===== config.mk =====
export PLATFORM = sky130hd
export DESIGN_NAME = cpwcfg_top
export DESIGN_NICKNAME = d
export VERILOG_FILES = /design/src/rtl/cpwcfg_pkg.sv /design/src/rtl/cpwcfg_top.sv
export SDC_FILE = /design/constraint.sdc
export NUM_CORES = 1
export LEC_CHECK = 0
export BUFFER_PORTS_ARGS = -buffer_cell sky130_fd_sc_hd__buf_2
export CELL_PAD_IN_SITES_DETAIL_PLACEMENT = 1
export CELL_PAD_IN_SITES_GLOBAL_PLACEMENT = 2
export CORE_ASPECT_RATIO = 0.5
export CORE_UTILIZATION = 33
export DETAILED_ROUTE_END_ITERATION = 8
export PLACE_DENSITY = 0.76
export SLEW_MARGIN = 15
export SYNTH_ARGS = -nofsm -noshare
export SYNTH_HDL_FRONTEND = slang
export SYNTH_SLANG_ARGS = --single-unit

===== constraint.sdc =====
create_clock -name ref_clk_i -period 1.9 [get_ports ref_clk_i]
set_clock_uncertainty 0.2 [all_clocks]
set_input_delay 0.285 -clock ref_clk_i [delete_from_list [all_inputs] [get_ports ref_clk_i]]
set_output_delay 0.285 -clock ref_clk_i [all_outputs]
set_load 0.01 [all_outputs]

===== src/rtl/cpwcfg_pkg.sv =====
// constants for the configuration word and watchpoint registers.
// assumes a single core clock and the plain register port described in the top module.
package cpwcfg_pkg;
  // ---------------------------------------------------------------
  // register indices (byte address is four times the index)
  // ---------------------------------------------------------------
  localparam logic [4:0] IDX_SETUP = 5'h10;
  localparam logic [4:0] IDX_FWATCH = 5'h12;
  localparam logic [4:0] IDX_DATA_WATCHPOINT = 5'h13;
  localparam int ADDR_W = 7;
  // ---------------------------------------------------------------
  // setup word field positions and fixed values
  // ---------------------------------------------------------------
  localparam int EMU_BIT = 31;
  localparam int RATIO_LSB = 28;
  localparam int BYTE_ORDER_BIT = 15;
  localparam int ICACHE_LSB = 9;
  localparam int DCACHE_LSB = 6;
  localparam int ILINE_BIT = 5;
  localparam int DLINE_BIT = 4;
  localparam int MAP_DIS_BIT = 3;
  localparam logic [31:0] SETUP_FIXED = 32'h0002_6000;
  localparam logic [2:0] ICACHE_SIZE = 3'h4;
  localparam logic [2:0] DCACHE_SIZE = 3'h2;
  localparam logic LINE_16B = 1'b0;
  localparam logic [2:0] RATIO_RESERVED = 3'h7;
  localparam logic [2:0] POLICY_RESET = 3'h0;
  // ---------------------------------------------------------------
  // watch register field positions
  // ---------------------------------------------------------------
  localparam int FW_EN_BIT = 0;
  localparam int DW_STORE_BIT = 0;
  localparam int DW_LOAD_BIT = 1;
  localparam logic [31:0] FW_ADDR_MASK = 32'hffff_fffc;
  localparam logic [31:0] DW_ADDR_MASK = 32'hffff_fff8;
endpackage


===== src/rtl/cpwcfg_top.sv =====
// configuration word and fetch/data watchpoints of the system coprocessor.
// assumes pipeline strobes are one-cycle pulses synchronous to ref_clk_i; the
// pipeline takes the watch exception in the cycle watch_take_o is high.
//
// Local design decision: the address-and-strobe port.
module cpwcfg_top #(
  parameter logic [2:0] RATIO_DEFAULT = 3'h0
) (
  input wire logic ref_clk_i,
  input wire logic reset_n_i,
  // hardware settings; straps sampled on the first clock after reset release, emulator_present_i on every clock
  input wire logic [2:0] core_clock_ratio_i,
  input wire logic byte_order_select_i,
  input wire logic onchip_map_disable_i,
  input wire logic emulator_present_i,
  // register port
  input wire logic [cpwcfg_pkg::ADDR_W-1:0] reg_addr_i,
  input wire logic [31:0] reg_wdata_i,
  input wire logic reg_wr_i,
  input wire logic reg_rd_i,
  output logic [31:0] reg_rdata_o,
  // fetch stage
  input wire logic fetch_valid_i,
  input wire logic [31:0] fetch_vaddr_i,
  input wire logic fetch_addr_err_i,
  // load/store stage
  input wire logic mem_valid_i,
  input wire logic mem_store_i,
  input wire logic mem_cache_op_i,
  input wire logic [31:0] mem_vaddr_i,
  input wire logic mem_addr_err_i,
  // status levels
  input wire logic exception_level_i,
  input wire logic error_level_i,
  // exception request and configuration outputs
  output logic watch_take_o,
  output logic watch_fetch_o,
  output logic watch_data_o,
  output logic [2:0] cached_seg_policy_o,
  output logic onchip_map_disable_o,
  output logic upper_map_onchip_o
);

  // ---------------------------------------------------------------
  // hardware settings, captured on the first clock after reset release (emulator bit on every clock)
  // ---------------------------------------------------------------
  logic rst_seen_ff;
  logic [2:0] ratio_ff, nxt_ratio;
  logic border_ff, nxt_border;
  logic mapdis_ff, nxt_mapdis;
  logic emu_ff, nxt_emu;

  // reset_n is asynchronous; the first clocked cycle after release loads straps
  always_comb begin
    nxt_ratio = rst_seen_ff ? ratio_ff : core_clock_ratio_i;
    nxt_border = rst_seen_ff ? border_ff : byte_order_select_i;
    nxt_mapdis = rst_seen_ff ? mapdis_ff : onchip_map_disable_i;
    nxt_emu = emulator_present_i;
  end

  always_ff @(posedge ref_clk_i or negedge reset_n_i) begin
    if (!reset_n_i) begin
      rst_seen_ff <= 1'b0;
      ratio_ff <= RATIO_DEFAULT;
      border_ff <= 1'b0;
      mapdis_ff <= 1'b0;
      emu_ff <= 1'b0;
    end else begin
      rst_seen_ff <= 1'b1;
      ratio_ff <= nxt_ratio;
      border_ff <= nxt_border;
      mapdis_ff <= nxt_mapdis;
      emu_ff <= nxt_emu;
    end
  end

  // ---------------------------------------------------------------
  // software registers
  // ---------------------------------------------------------------
  logic [2:0] policy_ff, nxt_policy;
  logic [29:0] fw_addr_ff, nxt_fw_addr;
  logic fw_en_ff, nxt_fw_en;
  logic [28:0] dw_addr_ff, nxt_dw_addr;
  logic dw_load_ff, nxt_dw_load;
  logic dw_store_ff, nxt_dw_store;
  logic [31:0] rdata_ff, nxt_rdata;
  logic [31:0] setup_word;
  logic hit_setup, hit_fw, hit_dw;

  assign hit_setup = reg_addr_i == {cpwcfg_pkg::IDX_SETUP, 2'h0};
  assign hit_fw = reg_addr_i == {cpwcfg_pkg::IDX_FWATCH, 2'h0};
  assign hit_dw = reg_addr_i == {cpwcfg_pkg::IDX_DATA_WATCHPOINT, 2'h0};

  always_comb begin
    setup_word = cpwcfg_pkg::SETUP_FIXED;
    setup_word[cpwcfg_pkg::EMU_BIT] = emu_ff;
    setup_word[cpwcfg_pkg::RATIO_LSB +: 3] = ratio_ff;
    setup_word[cpwcfg_pkg::BYTE_ORDER_BIT] = border_ff;
    setup_word[cpwcfg_pkg::ICACHE_LSB +: 3] = cpwcfg_pkg::ICACHE_SIZE;
    setup_word[cpwcfg_pkg::DCACHE_LSB +: 3] = cpwcfg_pkg::DCACHE_SIZE;
    setup_word[cpwcfg_pkg::ILINE_BIT] = cpwcfg_pkg::LINE_16B;
    setup_word[cpwcfg_pkg::DLINE_BIT] = cpwcfg_pkg::LINE_16B;
    setup_word[cpwcfg_pkg::MAP_DIS_BIT] = mapdis_ff;
    setup_word[2:0] = policy_ff;
  end

  always_comb begin
    nxt_policy = policy_ff;
    nxt_fw_addr = fw_addr_ff;
    nxt_fw_en = fw_en_ff;
    nxt_dw_addr = dw_addr_ff;
    nxt_dw_load = dw_load_ff;
    nxt_dw_store = dw_store_ff;
    nxt_rdata = 32'h0000_0000;
    if (reg_wr_i) begin
      if (hit_setup) begin
        nxt_policy = reg_wdata_i[2:0];
      end
      if (hit_fw) begin
        nxt_fw_addr = reg_wdata_i[31:2];
        nxt_fw_en = reg_wdata_i[cpwcfg_pkg::FW_EN_BIT];
      end
      if (hit_dw) begin
        nxt_dw_addr = reg_wdata_i[31:3];
        nxt_dw_load = reg_wdata_i[cpwcfg_pkg::DW_LOAD_BIT];
        nxt_dw_store = reg_wdata_i[cpwcfg_pkg::DW_STORE_BIT];
      end
    end
    if (reg_rd_i) begin
      if (hit_setup) begin
        nxt_rdata = setup_word;
      end else if (hit_fw) begin
        nxt_rdata = {fw_addr_ff, 1'b0, fw_en_ff};
      end else if (hit_dw) begin
        nxt_rdata = {dw_addr_ff, 1'b0, dw_load_ff, dw_store_ff};
      end
    end
  end

  always_ff @(posedge ref_clk_i or negedge reset_n_i) begin
    if (!reset_n_i) begin
      policy_ff <= cpwcfg_pkg::POLICY_RESET;
      fw_addr_ff <= 30'h0000_0000;
      fw_en_ff <= 1'b0;
      dw_addr_ff <= 29'h0000_0000;
      dw_load_ff <= 1'b0;
      dw_store_ff <= 1'b0;
      rdata_ff <= 32'h0000_0000;
    end else begin
      policy_ff <= nxt_policy;
      fw_addr_ff <= nxt_fw_addr;
      fw_en_ff <= nxt_fw_en;
      dw_addr_ff <= nxt_dw_addr;
      dw_load_ff <= nxt_dw_load;
      dw_store_ff <= nxt_dw_store;
      rdata_ff <= nxt_rdata;
    end
  end

  // ---------------------------------------------------------------
  // watch match and postponement
  // ---------------------------------------------------------------
  logic fw_hit, dw_hit, levels_high;
  logic fpend_ff, nxt_fpend;
  logic dpend_ff, nxt_dpend;
  logic take_ff, nxt_take;
  logic tf_ff, nxt_tf;
  logic td_ff, nxt_td;
  logic map_on_ff, nxt_map_on;

  // virtual address compare; an address error outranks the watch
  assign fw_hit = fetch_valid_i && fw_en_ff && !fetch_addr_err_i
    && (fetch_vaddr_i[31:2] == fw_addr_ff);
  assign dw_hit = mem_valid_i && !mem_cache_op_i && !mem_addr_err_i
    && (mem_vaddr_i[31:3] == dw_addr_ff)
    && (mem_store_i ? dw_store_ff : dw_load_ff);
  assign levels_high = exception_level_i || error_level_i;

  always_comb begin
    nxt_fpend = fpend_ff;
    nxt_dpend = dpend_ff;
    nxt_take = 1'b0;
    nxt_tf = 1'b0;
    nxt_td = 1'b0;
    if (levels_high) begin
      nxt_fpend = fpend_ff || fw_hit;
      nxt_dpend = dpend_ff || dw_hit;
    end else if (fw_hit || dw_hit || fpend_ff || dpend_ff) begin
      nxt_take = 1'b1;
      nxt_tf = fw_hit || fpend_ff;
      nxt_td = dw_hit || dpend_ff;
      nxt_fpend = 1'b0;
      nxt_dpend = 1'b0;
    end
    nxt_map_on = !mapdis_ff;
  end

  always_ff @(posedge ref_clk_i or negedge reset_n_i) begin
    if (!reset_n_i) begin
      fpend_ff <= 1'b0;
      dpend_ff <= 1'b0;
      take_ff <= 1'b0;
      tf_ff <= 1'b0;
      td_ff <= 1'b0;
      map_on_ff <= 1'b1;
    end else begin
      fpend_ff <= nxt_fpend;
      dpend_ff <= nxt_dpend;
      take_ff <= nxt_take;
      tf_ff <= nxt_tf;
      td_ff <= nxt_td;
      map_on_ff <= nxt_map_on;
    end
  end

  assign reg_rdata_o = rdata_ff;
  assign watch_take_o = take_ff;
  assign watch_fetch_o = tf_ff;
  assign watch_data_o = td_ff;
  assign cached_seg_policy_o = policy_ff;
  assign onchip_map_disable_o = mapdis_ff;
  assign upper_map_onchip_o = map_on_ff;

  // ---------------------------------------------------------------
  // checks
  // ---------------------------------------------------------------
  property p_fetch_take;
    @(posedge ref_clk_i) disable iff (!reset_n_i)
      (fw_hit && !levels_high) |=> (watch_take_o && watch_fetch_o);
  endproperty
  a_fetch_take: assert property (p_fetch_take) else $error("fetch watch not taken");

  property p_hold;
    @(posedge ref_clk_i) disable iff (!reset_n_i)
      levels_high |=> !watch_take_o;
  endproperty
  a_hold: assert property (p_hold) else $error("watch taken under raised level");

  property p_pend_release;
    @(posedge ref_clk_i) disable iff (!reset_n_i)
      (fpend_ff && !levels_high) |=> (watch_take_o && watch_fetch_o && !fpend_ff);
  endproperty
  a_pend_release: assert property (p_pend_release) else $error("pending fetch lost");

  property p_load;
    @(posedge ref_clk_i) disable iff (!reset_n_i)
      (mem_valid_i && !mem_store_i && !mem_cache_op_i && !mem_addr_err_i && dw_load_ff
       && mem_vaddr_i[31:3] == dw_addr_ff && !levels_high) |=> (watch_take_o && watch_data_o);
  endproperty
  a_load: assert property (p_load) else $error("load watch not taken");

  property p_store;
    @(posedge ref_clk_i) disable iff (!reset_n_i)
      (mem_valid_i && mem_store_i && !dw_store_ff && !fw_hit && !fpend_ff && !dpend_ff)
      |=> !watch_take_o;
  endproperty
  a_store: assert property (p_store) else $error("disabled store watch fired");

  property p_cacheop;
    @(posedge ref_clk_i) disable iff (!reset_n_i)
      (mem_valid_i && mem_cache_op_i && !fw_hit && !fpend_ff && !dpend_ff) |=> !watch_data_o;
  endproperty
  a_cacheop: assert property (p_cacheop) else $error("cache op raised watch");

  property p_ro;
    @(posedge ref_clk_i) disable iff (!reset_n_i)
      (rst_seen_ff && reg_wr_i && hit_setup) |=> ($stable(ratio_ff) && $stable(border_ff));
  endproperty
  a_ro: assert property (p_ro) else $error("read-only setup bits changed");

  property p_setup_read;
    @(posedge ref_clk_i) disable iff (!reset_n_i)
      (reg_rd_i && hit_setup) |=> (reg_rdata_o[11:4] == 8'h88 && reg_rdata_o[17:16] == 2'h2);
  endproperty
  a_setup_read: assert property (p_setup_read) else $error("setup fixed fields wrong");

  property p_fetch_err;
    @(posedge ref_clk_i) disable iff (!reset_n_i)
      (fetch_valid_i && fetch_addr_err_i && !fpend_ff) |=> !watch_fetch_o;
  endproperty
  a_fetch_err: assert property (p_fetch_err) else $error("fetch watch beat address error");

  property p_data_err;
    @(posedge ref_clk_i) disable iff (!reset_n_i)
      (mem_valid_i && mem_addr_err_i && !dpend_ff) |=> !watch_data_o;
  endproperty
  a_data_err: assert property (p_data_err) else $error("data watch beat address error");

  property p_store_take;
    @(posedge ref_clk_i) disable iff (!reset_n_i)
      (mem_valid_i && mem_store_i && !mem_cache_op_i && !mem_addr_err_i && dw_store_ff
       && mem_vaddr_i[31:3] == dw_addr_ff && !levels_high) |=> (watch_take_o && watch_data_o);
  endproperty
  a_store_take: assert property (p_store_take) else $error("store watch not taken");

  property p_fetch_off;
    @(posedge ref_clk_i) disable iff (!reset_n_i)
      (!fw_en_ff && !fpend_ff) |=> !watch_fetch_o;
  endproperty
  a_fetch_off: assert property (p_fetch_off) else $error("disabled fetch watch fired");

  property p_flags_take;
    @(posedge ref_clk_i) disable iff (!reset_n_i)
      (watch_fetch_o || watch_data_o) |-> watch_take_o;
  endproperty
  a_flags_take: assert property (p_flags_take) else $error("cause flag without take");

  property p_fpend_set;
    @(posedge ref_clk_i) disable iff (!reset_n_i)
      (fw_hit && levels_high) |=> fpend_ff;
  endproperty
  a_fpend_set: assert property (p_fpend_set) else $error("fetch match not held");

  property p_dpend_set;
    @(posedge ref_clk_i) disable iff (!reset_n_i)
      (dw_hit && levels_high) |=> dpend_ff;
  endproperty
  a_dpend_set: assert property (p_dpend_set) else $error("data match not held");

  property p_dpend_release;
    @(posedge ref_clk_i) disable iff (!reset_n_i)
      (dpend_ff && !levels_high) |=> (watch_take_o && watch_data_o && !dpend_ff);
  endproperty
  a_dpend_release: assert property (p_dpend_release) else $error("pending data lost");

  property p_policy_wr;
    @(posedge ref_clk_i) disable iff (!reset_n_i)
      (reg_wr_i && hit_setup) |=> (cached_seg_policy_o == $past(reg_wdata_i[2:0]));
  endproperty
  a_policy_wr: assert property (p_policy_wr) else $error("policy field not written");

  property p_rdata_idle;
    @(posedge ref_clk_i) disable iff (!reset_n_i)
      !reg_rd_i |=> (reg_rdata_o == 32'h0000_0000);
  endproperty
  a_rdata_idle: assert property (p_rdata_idle) else $error("read data outside read cycle");

  property p_map_on;
    @(posedge ref_clk_i) disable iff (!reset_n_i)
      (rst_seen_ff && $past(rst_seen_ff)) |-> (upper_map_onchip_o == !onchip_map_disable_o);
  endproperty
  a_map_on: assert property (p_map_on) else $error("upper map select wrong");

  property p_emu_read;
    @(posedge ref_clk_i) disable iff (!reset_n_i)
      (reg_rd_i && hit_setup) |=> (reg_rdata_o[31] == $past(emu_ff));
  endproperty
  a_emu_read: assert property (p_emu_read) else $error("emulator bit wrong");

  property p_fixed_bits;
    @(posedge ref_clk_i) disable iff (!reset_n_i)
      (reg_rd_i && hit_setup) |=> (reg_rdata_o[27:18] == 10'h000 && reg_rdata_o[16] == 1'b0
       && reg_rdata_o[14:12] == 3'h6);
  endproperty
  a_fixed_bits: assert property (p_fixed_bits) else $error("reserved setup bits wrong");
endmodule


### Yosys cells after proc, flatten, opt, wreduce, memory -nomap -nowiden

Cells that the tools add are included.

| storage, ports and cells | value |
|---|---|
| register bits after elaboration | 110 |
| bits in latches | 0 |
| RAM bits | 0 |
| ROM bits | 0 |
| input bits | 121 |
| output and inout bits | 40 |
| logic and storage cells | 58 |
| memories kept | 0 |

| cells by class | value |
|---|---|
| add/subtract/negate cells | 0 |
| multipliers | 0 |
| div/mod/pow operators | 0 |
| $lt $le $gt $ge | 0 |
| equality and inequality tests | 5 |
| shifts and indexed selects | 0 |
| mux-type cells | 14 |
| bitwise logic cells | 0 |
| reduce and logical (&&, ||, !) cells | 21 |

Operators with widths:

| kind | count |
|---|---|
| two-way mux 32 bit | 4 |
| == test 30 bit | 1 |
| == test 29 bit | 1 |
| == test 7 bit (second input constant) | 3 |
| two-way mux 1 bit | 10 |
| logical AND 1 bit | 7 |
| logical OR 1 bit | 6 |
| AND reduction 2 bit | 3 |
| logical NOT 1 bit | 4 |
| nonzero test 2 bit | 1 |

### Logic depth before layout (Yosys ltp)

| depth | value |
|---|---|
| depth in word-level cells | 10 |
| depth in mapped cells | 7 |
| mapped depth without buffers | 5 |

### Worst setup path after synthesis

No wires, ideal clock.

| timing | value |
|---|---|
| kind | input -> register |
| from | input port reg_addr_i[1] (netlist name) |
| to | register rdata_ff[22] (netlist: reg_rdata_o[22]) |
| setup time | 121 ps |
| data arrival time | 1,659 ps |
| required time | 1,579 ps |
| slack | -80 ps |
| stages on the path | 6 |
| path buffers | 2 |
| cells stage by stage | or4_4 nor4b_4 nand2b_1 buf_4 buf_4 nor2_1 |

| on the way | value |
|---|---|
| word-level cells in the longest chain between the ends | 5 |
| elaborated cells on any way between the ends | 7 |
| those cells by class | eq/ne (3); mux (4) |

Ends and longest elaborated chain:

| element | line | RTL |
|---|---|---|
| from (decl) | cpwcfg_top.sv:17 | `input wire logic [cpwcfg_pkg::ADDR_W-1:0] reg_addr_i,` |
| == test 7 bit | cpwcfg_top.sv:92 | `assign hit_dw = reg_addr_i == {cpwcfg_pkg::IDX_DATA_WATCHPOINT, 2'h0};` |
| two-way mux 32 bit | cpwcfg_top.sv:134 | `end else if (hit_dw) begin` |
| two-way mux 32 bit | cpwcfg_top.sv:132 | `end else if (hit_fw) begin` |
| two-way mux 32 bit * | cpwcfg_top.sv:130 | `if (hit_setup) begin` |
| two-way mux 32 bit * | cpwcfg_top.sv:129 | `if (reg_rd_i) begin` |
| net nxt_rdata[22] | cpwcfg_top.sv:86 | `logic [31:0] rdata_ff, nxt_rdata;` |
| to (signal assigned) | cpwcfg_top.sv:156 | `rdata_ff <= nxt_rdata;` |
| to (decl) | cpwcfg_top.sv:86 |  |

The timed path passes the listed nets; every way through them passes the cells marked *.
A chain may end at the register's enable or synchronous reset.

### Worst setup path in the final report

| timing | value |
|---|---|
| from | register dw_addr_ff[27] |
| to | register td_ff (netlist: watch_data_o) |

| on the way | value |
|---|---|
| word-level cells in the longest chain between the ends | 8 |
| elaborated cells on any way between the ends | 9 |
| those cells by class | eq/ne (1); mux (2); reduce/logical (6) |

Ends and longest elaborated chain:

| element | line | RTL |
|---|---|---|
| from (decl) | cpwcfg_top.sv:83 | `logic [28:0] dw_addr_ff, nxt_dw_addr;` |
| from (signal assigned) | cpwcfg_top.sv:153 | `dw_addr_ff <= nxt_dw_addr;` |
| == test 29 bit * | cpwcfg_top.sv:175 | `&& (mem_vaddr_i[31:3] == dw_addr_ff)` |
| logical AND 1 bit * | cpwcfg_top.sv:175 |  |
| logical AND 1 bit * | cpwcfg_top.sv:176 | `&& (mem_store_i ? dw_store_ff : dw_load_ff);` |
| logical OR 1 bit (3 in series) | cpwcfg_top.sv:188 | `end else if (fw_hit \|\| dw_hit \|\| fpend_ff \|\| dpend_ff) begin` |
| two-way mux 1 bit * | cpwcfg_top.sv:188 |  |
| two-way mux 1 bit * | cpwcfg_top.sv:185 | `if (levels_high) begin` |
| net nxt_td | cpwcfg_top.sv:168 | `logic td_ff, nxt_td;` |
| to (signal assigned) | cpwcfg_top.sv:211 | `td_ff <= nxt_td;` |
| to (decl) | cpwcfg_top.sv:168 |  |

Marked as above.

==> results.json <==
{
  "die_y_um": 87.5,
  "cts_buffer_depth": 2,
  "grt_max_degree": 32,
  "r2r_slack_ns": 0.04,
  "path_clk_slew_ns": 0.07,
  "max_freq_mhz": 537,
  "hold_path.class": "in -> reg",
  "routedWlPerCell_um": 19.2,
  "finalNonFillerCells": 779,
  "period_share_pct": 98.1,
  "crit_top_cell": "buf_4",
  "worstHoldPathCells": 2,
  "setup_violations": 0,
  "outcome": "complete, no violations",
  "fp.dieW_um": 173,
  "antenna_found_initial": 0,
  "pwr-share-clk_pct": 36.6,
  "drive_above_1_share_pct": 49.1,
  "routed_wirelength_um": 14900,
  "initial_core_util_pct": 34.7,
  "fin_crit_ns": 1.86,
  "hold_violations": 0,
  "via_per_inst": 4.81,
  "ys_seq_area_share_pct": 57.0,
  "critPathBufInv": 2,
  "switchingPower_w": 0.00127,
  "io_pins": 161,
  "post_cts_buffers": 0,
  "crit_path_start_kind": "flop",
  "drc": 0,
  "peakVddDrop_uv": 425,
  "timing.final.ws_setup_ns": 0.0362,
  "syn_area_per_cell_um2": 13.4,
  "htree_num_levels": 3,
  "port_buffers": 155,
  "p_seq_share_pct": 50.0,
  "internal-power_w": 0.00395,
  "core_um2": 13900,
  "powerDensity_nw_per_um2": 757,
  "firstDrtPassIters": 5,
  "die_area_um2": 15100,
  "grt_pass1_vias": 4132,
  "swShare_pct": 24.3,
  "hp-start": "reg_wdata_i[14]",
  "area_growth_pct": 42.8,
  "leakagePower_nw": 3.36,
  "path_class": "reg -> reg",
  "reg2reg_from": "dw_addr_ff[27]",
  "worstPathRequired_ns": 1.97,
  "synth_nets": 482,
  "grt_pass1_wl_um": 23100,
  "fillCellCount": 1491,
  "drtIter0Drc": 190,
  "clk_latency_ns": 0.35,
  "fin_util_pct": 49.5,
  "synth_cells": 361,
  "cts_buffers": 9,
  "preCtsSetupSlack_ns": -0.241,
  "rsz0062_at_grt": "yes",
  "ys_warn_count": 0,
  "power_frac_comb_pct": 13.4,
  "n_antenna_cell": 0,
  "grt_usage_pct": 20.6,
  "antenna_left": 0,
  "rows": 30,
  "slew_viol_final": 0,
  "max_stage_delay_ns": 0.39,
  "end_kind": "flop",
  "drv_cap": 0,
  "gp_congestion": 0.747,
  "synth_area_um2": 4830,
  "clock-sinks": 110,
  "worst-path-max-fanout": 3,
  "cts_root_buf": "clkbuf_16",
  "final_cell_mix": "buf_2, dfrtp_1, mux2_2",
  "worst_hold_path.endpoint": "dw_addr_ff[11]",
  "yosys_register_bits": 110,
  "crit_family": "simple AND/OR/NAND/NOR gates",
  "layout_commonest_cell": "buf_2",
  "r2r_cells": 7,
  "hpwl_um": 10800,
  "slowest_stage": "dfrtp_1",
  "crit_chain": "xnor2_1 -> buf_4 -> nand4_1 -> nor4_2 -> buf_4 -> a31oi_4 -> nor3_2",
  "crit_arrival_ns": 1.93,
  "cts_tree": "done",
  "grt-ovfl-total": 0,
  "ys_types": 30,
  "num_vias": 3745,
  "rr_endpoint": "watch_data_o",
  "fin_nets": 703,
  "placedCellCount": 723
}
area by class of cell:
type                            instances  area [um^2]  area share (%)
Tap cell                              192          240            3.49
Timing Repair Buffer                  226         1490            21.6
Clock inverter                          3         46.3           0.672
Sequential cell                       110         2750            40.0
Inverter                                1         3.75          0.0545
Clock buffer                           13          250            3.63
Multi-Input combinational cell        234         2110            30.6
logic make-up (layout without fill, tap and decap cells):
| group | after synthesis | after routing | synth area share, % |
|---|---|---|---|
| multiplexers | 71 | 71 | 16.6 |
| AO/OA/AOI/OAI | 35 | 35 | 5.91 |
| other | 1 | 1 | 0.0777 |
| XOR/XNOR | 59 | 59 | 10.7 |
| AND/OR/NAND/NOR | 68 | 68 | 8.19 |
| flip-flops | 110 | 110 | 57.0 |
| buffers and inverters | 17 | 243 | 1.53 |
worst register-to-register path, stage by stage, from the launching register on:
cell and delay (ns):
dfrtp_1 0.39, xnor2_1 0.15, buf_4 0.16, nand4_1 0.13
nor4_2 0.30, buf_4 0.17, a31oi_4 0.10, nor3_2 0.18
metal layers:
| layer | up-vias | track usage, % | part of all wire (%) |
|---|---|---|---|
| li1 | 1739 | - | - |
| met1 | 1906 | 26.8 | 46 |
| met2 | 89 | 36.1 | 49 |
| met3 | 11 | 3.91 | 3.9 |
| met4 | 0 | 4.99 | 1.0 |
| met5 | - | 0 | 0 |
state kept, by name (all words and copies together), names as in the netlist:
register,count
reg_rdata_o,32
fw_addr_ff,30
dw_addr_ff,29
cached_seg_policy_o,3
ratio_ff,3
border_ff,1
dpend_ff,1
dw_load_ff,1
dw_store_ff,1
emu_ff,1
fpend_ff,1
fw_en_ff,1
onchip_map_disable_o,1
rst_seen_ff,1
upper_map_onchip_o,1
watch_data_o,1
watch_fetch_o,1
watch_take_o,1
worst max-delay path by stage:
stage / startpoint / end / slack [ns] / depth (start not counted)
2_1_floorplan: reg_addr_i[1] / reg_rdata_o[22] / -0.07 / 6
3_3_place_gp: reg_addr_i[1] / reg_rdata_o[31] / -0.21 / 6
3_5_place_dp: reg_addr_i[1] / reg_rdata_o[31] / -0.24 / 6
4_1_cts: dw_addr_ff[9] / watch_take_o / 0.002 / 6
5_1_grt: dw_addr_ff[27] / watch_data_o / -0.08 / 7
6_report: dw_addr_ff[27] / watch_data_o / 0.04 / 7
synthesized netlist by cell type (all sizes together):
master  instances  share of area [%]
nand4          12                1.6
a31oi           2               0.26
nand3           2               0.21
a32oi           1               0.18
nor3            2               0.21
mux2           71                 17
nor4b           2               0.80
xor2           10                1.8
nand2           3               0.23
dfstp           1               0.54
xnor2          49                8.9
nand4b          1               0.18
nand2b          1               0.13
clkbuf         10               0.78
dfrtp         109                 56
inv             1              0.078
or4             1               0.23
conb            1              0.078
a22oi          19                3.0
nor2b          14                1.8
buf             6               0.67
nor2           23                1.8
a222oi          7                1.5
a221oi          5               0.91
a21boi          1               0.16
nor4            7                1.0
timing repair:
item / 4_1_cts / 5_1_grt
setup endpoints to repair: 3 / 5
hold buffers: 40 / 0
hold endpoints to repair: 171 / 0
gates resized for setup: 3 / 12
pin swaps: 2 / 8
through the flow:
stage          area [um^2]  hold WS, ns  setup TNS (ns)  total power (W)
2_1_floorplan         4840       -0.211          -0.927          0.00289
3_3_place_gp          6100       0.0125           -8.77          0.00325
3_5_place_dp          6100       0.0129          -11.67          0.00327
4_1_cts               6810      0.00944               0          0.00526
5_1_grt               6890       0.0178          -0.143          0.00543
6_report              6890       0.0226               0          0.00522
power groups by stage:
stage	sequential [W]	clock [W]	combinational, W
after floorplan	0.00261	0	0.000284
after global placement	0.00264	0	0.000604
after detailed placement	0.00265	0	0.000618
after CTS	0.00260	0.00196	0.000690
after global routing	0.00263	0.00204	0.000765
final	0.00261	0.00191	0.000698
Power figures use the tool's default switching activity.
